File: config.mk
export PLATFORM = sky130hd
export DESIGN_NAME = awcm_window_detector
export DESIGN_NICKNAME = d
export VERILOG_FILES = /design/src/verilog/awcm_pkg.sv /design/src/verilog/awcm_window_detector.sv
export VERILOG_INCLUDE_DIRS = /design/src /design/src/verilog
export SDC_FILE = /design/constraint.sdc
export NUM_CORES = 1
export LEC_CHECK = 0
export BUFFER_PORTS_ARGS = -buffer_cell sky130_fd_sc_hd__buf_2
export CORE_MARGIN = 10
export CORE_UTILIZATION = 55
export DETAILED_ROUTE_END_ITERATION = 10
export PLACE_DENSITY_LB_ADDON = 0.05
export SYNTH_ARGS = -nofsm -noshare
export SYNTH_HDL_FRONTEND = slang
export SYNTH_SLANG_ARGS = --single-unit
File: constraint.sdc
create_clock -name hclk -period 4.94 [get_ports hclk]
set_input_delay 0.741 -clock hclk [delete_from_list [all_inputs] [get_ports hclk]]
set_output_delay 0.741 -clock hclk [all_outputs]
set_load 0.02 [all_outputs]
File: src/verilog/awcm_params.svh
`ifndef AWCM_PARAMS_SVH
`define AWCM_PARAMS_SVH

// Register word indices (printed offsets are not all multiples of four: byte address is index times four)
`define AWCM_IDX_INPUT_SEL 8'hbb
`define AWCM_IDX_UPPER_LO 8'hc3
`define AWCM_IDX_UPPER_HI 8'hc4
`define AWCM_IDX_LOWER_LO 8'hc5
`define AWCM_IDX_LOWER_HI 8'hc6
`define AWCM_IDX_CTRL 8'hc7
`define AWCM_IDX_IRQ_STATUS 8'hc8
`define AWCM_IDX_IRQ_MASK 8'hc9

// Reset values
`define AWCM_RST_INPUT_SEL 8'h00
`define AWCM_RST_UPPER 8'hff
`define AWCM_RST_LOWER 8'h00
`define AWCM_RST_MASK 8'h00

// Field positions
`define AWCM_SEL_MSB 5
`define AWCM_CTRL_HIT_BIT 0
`define AWCM_IRQ_HIT_BIT 0

// Select codes with fixed meaning
`define AWCM_SEL_TEMP 6'h1e
`define AWCM_SEL_SUPPLY 6'h1f

`endif

File: src/verilog/awcm_pkg.sv
package awcm_pkg;

    // Result arriving from the converter core
    typedef struct packed {
        logic valid;
        logic [15:0] data;
    } awcm_result_t;

    // Routing decision for the positive input
    typedef struct packed {
        logic [5:0] code;
        logic temp_sensor;
        logic supply_rail;
        logic pin_or_reserved;
    } awcm_route_t;

    typedef enum logic [1:0] {
        AWCM_BUS_IDLE,
        AWCM_BUS_WRITE,
        AWCM_BUS_READ
    } awcm_bus_t;

endpackage

File: src/verilog/awcm_window_detector.sv
`timescale 1ns/1ps
`include "awcm_params.svh"

// Functional notes
// - Every new converter result is compared against the limits, no software needed.
// - A window match sets the hit flag in control; usable for interrupt or polling.
// - Upper and lower limits are each a high and a low byte register pair.
// - Upper word high-order bits in high byte 7:0, low-order bits in low byte 7:0.
// - Inside or outside window chosen only by relative limit contents, no mode bit.
// - Input select bits 7:6 read 00b and ignore writes; bits 5:0 writable.
// - Select code 011110 routes temperature sensor, 011111 supply rail; others by package.
module awcm_window_detector
    import awcm_pkg::*;
(
    input wire logic hclk,
    input wire logic hresetn,
    input wire logic hsel,
    input wire logic [31:0] haddr,
    input wire logic [1:0] htrans,
    input wire logic hwrite,
    input wire logic [2:0] hsize,
    input wire logic [31:0] hwdata,
    input wire logic hready,
    output logic [31:0] hrdata,
    output logic hreadyout,
    output logic hresp,
    input wire awcm_result_t conv_result,
    output awcm_route_t input_route,
    output logic window_hit_flag,
    output logic irq
);

    // Configuration state
    logic [5:0] sel_ff;
    logic [7:0] upper_hi_ff;
    logic [7:0] upper_lo_ff;
    logic [7:0] lower_hi_ff;
    logic [7:0] lower_lo_ff;

    // Event and interrupt state
    logic hit_ff;
    logic irq_stat_ff;
    logic irq_mask_ff;
    logic irq_ff;
    awcm_route_t route_ff;

    // Bus state
    logic [31:0] hrdata_ff;
    logic hreadyout_ff;
    logic hresp_ff;
    awcm_bus_t bus_ff;
    logic [7:0] addr_ff;

    // Address phase capture
    wire addr_take = hsel & hready & htrans[1];
    wire awcm_bus_t nxt_bus = !addr_take ? AWCM_BUS_IDLE : (hwrite ? AWCM_BUS_WRITE : AWCM_BUS_READ);
    wire [7:0] word_idx = haddr[9:2];
    wire [7:0] nxt_addr = word_idx;

    // Decode of a word index, used for writes and for reads
    function automatic logic hit_idx(input logic [7:0] idx, input logic [7:0] reg_idx);
        hit_idx = (idx == reg_idx);
    endfunction

    // Data-phase write strobes per register
    wire wr = (bus_ff == AWCM_BUS_WRITE);
    wire [7:0] wb = hwdata[7:0];
    wire wr_sel = wr & hit_idx(addr_ff, `AWCM_IDX_INPUT_SEL);
    wire wr_uhi = wr & hit_idx(addr_ff, `AWCM_IDX_UPPER_HI);
    wire wr_ulo = wr & hit_idx(addr_ff, `AWCM_IDX_UPPER_LO);
    wire wr_lhi = wr & hit_idx(addr_ff, `AWCM_IDX_LOWER_HI);
    wire wr_llo = wr & hit_idx(addr_ff, `AWCM_IDX_LOWER_LO);

    // Control and interrupt write strobes
    wire wr_ctl = wr & hit_idx(addr_ff, `AWCM_IDX_CTRL);
    wire wr_sts = wr & hit_idx(addr_ff, `AWCM_IDX_IRQ_STATUS);
    wire wr_msk = wr & hit_idx(addr_ff, `AWCM_IDX_IRQ_MASK);

    // Limit words, high byte over low byte
    wire [15:0] upper_word = {upper_hi_ff, upper_lo_ff};
    wire [15:0] lower_word = {lower_hi_ff, lower_lo_ff};

    // Window test; mode follows from limit order alone
    wire lower_above = lower_word > upper_word;

    // Strict unsigned compares against both limits
    wire res_above = conv_result.data > upper_word;
    wire res_below = conv_result.data < lower_word;
    wire inside_hit = res_above & res_below;
    wire outside_hit = res_above | res_below;
    wire window_match = conv_result.valid & (lower_above ? inside_hit : outside_hit);

    // Flag: hardware set wins over software clear
    wire ctl_clr = wr_ctl & ~wb[`AWCM_CTRL_HIT_BIT];
    wire nxt_hit = window_match | (hit_ff & ~ctl_clr);

    // Interrupt status, write one to clear; set wins
    wire sts_clr = wr_sts & wb[`AWCM_IRQ_HIT_BIT];
    wire nxt_irq_stat = window_match | (irq_stat_ff & ~sts_clr);
    wire nxt_irq_mask = wr_msk ? wb[`AWCM_IRQ_HIT_BIT] : irq_mask_ff;
    wire nxt_irq = nxt_irq_stat & nxt_irq_mask;

    // Writable select field only
    wire [5:0] nxt_sel = wr_sel ? wb[`AWCM_SEL_MSB:0] : sel_ff;
    wire [7:0] nxt_uhi = wr_uhi ? wb : upper_hi_ff;
    wire [7:0] nxt_ulo = wr_ulo ? wb : upper_lo_ff;
    wire [7:0] nxt_lhi = wr_lhi ? wb : lower_hi_ff;
    wire [7:0] nxt_llo = wr_llo ? wb : lower_lo_ff;

    // Input routing decode
    awcm_route_t nxt_route;
    assign nxt_route.code = nxt_sel;
    assign nxt_route.temp_sensor = (nxt_sel == `AWCM_SEL_TEMP);
    assign nxt_route.supply_rail = (nxt_sel == `AWCM_SEL_SUPPLY);
    assign nxt_route.pin_or_reserved = ~nxt_route.temp_sensor & ~nxt_route.supply_rail;

    // Read mux, registered in the address phase
    wire [7:0] rd_idx = word_idx;
    wire [7:0] rd_byte =
        hit_idx(rd_idx, `AWCM_IDX_INPUT_SEL) ? {2'b00, nxt_sel} :
        hit_idx(rd_idx, `AWCM_IDX_UPPER_HI) ? nxt_uhi :
        hit_idx(rd_idx, `AWCM_IDX_UPPER_LO) ? nxt_ulo :
        hit_idx(rd_idx, `AWCM_IDX_LOWER_HI) ? nxt_lhi :
        hit_idx(rd_idx, `AWCM_IDX_LOWER_LO) ? nxt_llo :
        hit_idx(rd_idx, `AWCM_IDX_CTRL) ? {7'h00, nxt_hit} :
        hit_idx(rd_idx, `AWCM_IDX_IRQ_STATUS) ? {7'h00, nxt_irq_stat} :
        hit_idx(rd_idx, `AWCM_IDX_IRQ_MASK) ? {7'h00, nxt_irq_mask} : 8'h00;

    // Read data only for a read data phase, zero otherwise
    wire [31:0] nxt_hrdata = (addr_take & ~hwrite) ? {24'h0000_00, rd_byte} : 32'h0000_0000;

    // Zero wait states, always OKAY
    wire nxt_hreadyout = 1'b1;
    wire nxt_hresp = 1'b0;

    // Transfer kind of the pending data phase
    always_ff @(posedge hclk or negedge hresetn)
    begin
        if (!hresetn)
        begin
            bus_ff <= AWCM_BUS_IDLE;
        end
        else
        begin
            bus_ff <= nxt_bus;
        end
    end

    // Word index of the pending data phase
    always_ff @(posedge hclk or negedge hresetn)
    begin
        if (!hresetn)
        begin
            addr_ff <= 8'h00;
        end
        else
        begin
            addr_ff <= nxt_addr;
        end
    end

    // Read data, loaded at the address edge
    always_ff @(posedge hclk or negedge hresetn)
    begin
        if (!hresetn)
        begin
            hrdata_ff <= 32'h0000_0000;
        end
        else
        begin
            hrdata_ff <= nxt_hrdata;
        end
    end

    // Ready output, high from reset on
    always_ff @(posedge hclk or negedge hresetn)
    begin
        if (!hresetn)
        begin
            hreadyout_ff <= 1'b1;
        end
        else
        begin
            hreadyout_ff <= nxt_hreadyout;
        end
    end

    // Response output, OKAY only
    always_ff @(posedge hclk or negedge hresetn)
    begin
        if (!hresetn)
        begin
            hresp_ff <= 1'b0;
        end
        else
        begin
            hresp_ff <= nxt_hresp;
        end
    end

    // Positive input select field
    always_ff @(posedge hclk or negedge hresetn)
    begin
        if (!hresetn)
        begin
            sel_ff <= 6'h00;
        end
        else
        begin
            sel_ff <= nxt_sel;
        end
    end

    // Upper limit high byte
    always_ff @(posedge hclk or negedge hresetn)
    begin
        if (!hresetn)
        begin
            upper_hi_ff <= `AWCM_RST_UPPER;
        end
        else
        begin
            upper_hi_ff <= nxt_uhi;
        end
    end

    // Upper limit low byte
    always_ff @(posedge hclk or negedge hresetn)
    begin
        if (!hresetn)
        begin
            upper_lo_ff <= `AWCM_RST_UPPER;
        end
        else
        begin
            upper_lo_ff <= nxt_ulo;
        end
    end

    // Lower limit high byte
    always_ff @(posedge hclk or negedge hresetn)
    begin
        if (!hresetn)
        begin
            lower_hi_ff <= `AWCM_RST_LOWER;
        end
        else
        begin
            lower_hi_ff <= nxt_lhi;
        end
    end

    // Lower limit low byte
    always_ff @(posedge hclk or negedge hresetn)
    begin
        if (!hresetn)
        begin
            lower_lo_ff <= `AWCM_RST_LOWER;
        end
        else
        begin
            lower_lo_ff <= nxt_llo;
        end
    end

    // Interrupt mask bit
    always_ff @(posedge hclk or negedge hresetn)
    begin
        if (!hresetn)
        begin
            irq_mask_ff <= 1'b0;
        end
        else
        begin
            irq_mask_ff <= nxt_irq_mask;
        end
    end

    // Sticky window hit flag
    always_ff @(posedge hclk or negedge hresetn)
    begin
        if (!hresetn)
        begin
            hit_ff <= 1'b0;
        end
        else
        begin
            hit_ff <= nxt_hit;
        end
    end

    // Sticky interrupt status bit
    always_ff @(posedge hclk or negedge hresetn)
    begin
        if (!hresetn)
        begin
            irq_stat_ff <= 1'b0;
        end
        else
        begin
            irq_stat_ff <= nxt_irq_stat;
        end
    end

    // Level interrupt, status and mask
    always_ff @(posedge hclk or negedge hresetn)
    begin
        if (!hresetn)
        begin
            irq_ff <= 1'b0;
        end
        else
        begin
            irq_ff <= nxt_irq;
        end
    end

    // Registered input routing
    always_ff @(posedge hclk or negedge hresetn)
    begin
        if (!hresetn)
        begin
            route_ff <= '0;
        end
        else
        begin
            route_ff <= nxt_route;
        end
    end

    // Bus outputs
    assign hrdata = hrdata_ff;
    assign hreadyout = hreadyout_ff;
    assign hresp = hresp_ff;

    // Routing and event outputs
    assign input_route = route_ff;
    assign window_hit_flag = hit_ff;
    assign irq = irq_ff;

endmodule // awcm_window_detector
==> results_dict.tcl <==
set metrics [dict create \
    antenna_cells 0 \
    overflow 0 \
    end_kind "flip-flop" \
    clk_latency_ps 340 \
    max_cap_violations 0 \
    die_y_um 106 \
    nets 626 \
    synth_area_um2 4110 \
    die_area_um2 11300 \
    ys_seq_area_share_pct 38.8 \
    multi_input_area_um2 2210 \
    worst_slew_pin_slew_ps 1120 \
    synth_async_sr_flop_share_pct 100 \
    via_per_inst 5.48 \
    fin_crit_ps 2650 \
    finalClockSkew_ps 14.3 \
    synth_edf_count 0 \
    path_clk_slew_ps 70 \
    yosys.cell_types.count 52 \
    core.rowCount 31 \
    status "complete, no violations" \
    crit_start "addr_ff[5]" \
    ir_drop_mv 0.155 \
    fp.coreArea_um2 7250 \
    num_vias 3247 \
    root_buffer "clkbuf_8" \
    crit_arrival_ps 2820 \
    regToRegEndpoint "hrdata[7]" \
    boundaryPins 136 \
    max-clock-path-buffers 2 \
    synth_top_area_share_pct 28.6 \
    fillerInstances 613 \
    grt_use_total_pct 18.2 \
    cts_sinks 63 \
    port_buffers 57 \
    synthFlopType "dfrtp_1" \
    grt_pass1_vias 3433 \
    dr.pass1.iters 4 \
    critPathKind "flip-flop to flip-flop" \
    dpl_cell_area_um2 4410 \
    syn_area_per_cell_um2 9.59 \
    h-tree-depth 3 \
    cts_resized 0 \
    r2r_slack_ps 2290 \
    final.setup.tns_ps 0 \
    hold_viol 0 \
    regArea_um2 1600 \
    initial_core_util_pct 56.7 \
    slew_viol_final 0 \
    ff2ff_path_depth 7 \
    dp_hpwl_mm 8.24 \
    ys_ff_latch 63 \
    cellPowerDensity_nw_per_um2 256 \
    area_delta_synth_final_pct 12.5 \
    wl_per_cell_um 17.2 \
    yosysTopAreaCell "dfrtp_1" \
    max_freq_mhz 377 \
    cts_setup_buffers 0 \
    grt_max_degree 64 \
    cts_tree "yes" \
    synth_top_cells_by_count "dfrtp_1, ha_1, inv_1" \
    hold_class "input port to flip-flop" \
    drc 0 \
    worstPathRequired_ps 5110 \
    numCtsBuffers 9 \
    stdcell_area_um2 4630 \
    setup_viol 0 \
    globalplace.congestion 0.853 \
    power_leakage_uw 0.00234 \
    die_w_um 106 \
    r2r_start "addr_ff[5]" \
    netlist_instances 429 \
    rsz0062_at_grt "no" \
    crit_path_max_fanout 8 \
    timing.final.crit_share_pct 53.7 \
    cts_hold_buffers 0 \
    drt_iter0_drc 228 \
    synth_area_leaders "dfrtp_1, ha_1, dfstp_2" \
    relSlewSlack_pct 25.1 \
    wl_mm 10.2 \
    ant_nets 0 \
    critPathLaunchType "flip-flop" \
    cp-endpoint "hrdata[7]" \
    drive_gt1_share_pct 23.9 \
    grt_pass1_wl_mm 16.7 \
    yosys_warnings 0 \
    antenna_found_initial 0 \
]
[how the worst min path moves through the flow]
stage / startpoint / end / depth (start not counted) / slack, ps
floorplan: hresetn / addr_ff[0] / 0 / 450
global placement: sel_ff[3] / sel_ff[3] / 2 / 510
detailed placement: sel_ff[3] / sel_ff[3] / 2 / 510
CTS: haddr[7] / addr_ff[5] / 1 / 530
global route: haddr[6] / addr_ff[4] / 1 / 530
finish: haddr[7] / addr_ff[5] / 1 / 530
[cells by family (layout without fill, tap and decap cells)]
logic type                 count (synthesis)  in the layout  share of synthesized area, %
other                                      2             26                         0.183
and+or+nand+nor                          112            112                          14.6
adders and majority gates                 47             47                          14.3
AOI/OAI and AO/OA                         96             96                          14.8
buffers and inverters                     83            123                          10.2
DFF                                       63             63                          38.8
muxes                                     26             26                          7.09
[flip-flops by register name, indices dropped and copies added (netlist names)]
name,flops
lower_hi_ff,8
irq_mask_ff,1
input_route,3
bus_ff,2
upper_hi_ff,8
addr_ff,8
irq,1
upper_lo_ff,8
irq_stat_ff,1
hrdata,8
lower_lo_ff,8
sel_ff,6
window_hit_flag,1
[power breakdown]
part | switching, uW | internal [uW] | leakage (uW)
sequential | 9.97 | 532 | 0.000730
clock | 193 | 297 | 0.000110
combinational | 98.4 | 52.5 | 0.00150
total | 302 | 881 | 0.00234
[layout by cell type, fill, tap and decap left out, types with 10 or more instances in the layout]
master and instances:
inv_1 47, buf_2 57, dfrtp_1 47, nor2_1 11, a21oi_1 35, o21ai_0 28, mux2_2 17, dfstp_2 16
ha_1 47, conb_1 26, clkbuf_8 10, nand3_1 15, nand2_1 41
[final cells by class]
cell class	count	area share [%]
flip-flops and latches	63	34.5
clock inverters	4	1.51
well taps	99	2.68
multi-input cells	307	47.7
repair buffers	60	6.65
inverters	47	3.81
clock buffers	12	3.14
[critical path, cell delays in order, from the launching register on]
cell and delay [ps]:
dfrtp_1 370, or3b_1 510, or4_4 610, mux2_4 330, mux2_4 270, a22oi_2 140
a2bb2oi_2 190, nor3_1 60
[metrics by stage]
stage | power (uW) | hold slack, ps | std cells | setup slack (ps) | util [%]
floorplan | 655 | 445 | 453 | 2360 | -
global placement | 693 | 512 | 576 | 2090 | 60.8
detailed placement | 700 | 514 | 576 | 2130 | 60.8
CTS | 1190 | 527 | 592 | 2310 | 63.8
global route | 1240 | 527 | 592 | 2200 | 63.8
finish | 1180 | 535 | 592 | 2290 | 63.8
[metal layers]
| layer | vias up | routed length, um | global-route usage, % | part of all wire [%] |
|---|---|---|---|---|
| li1 | 1597 | - | - | - |
| met1 | 1530 | 4720 | 23.0 | 46 |
| met2 | 103 | 4490 | 28.6 | 44 |
| met3 | 17 | 773 | 5.98 | 7.6 |
| met4 | 0 | 213 | 6.29 | 2.1 |
| met5 | - | 0 | 0 | 0 |
Power figures use the tool's default switching activity.
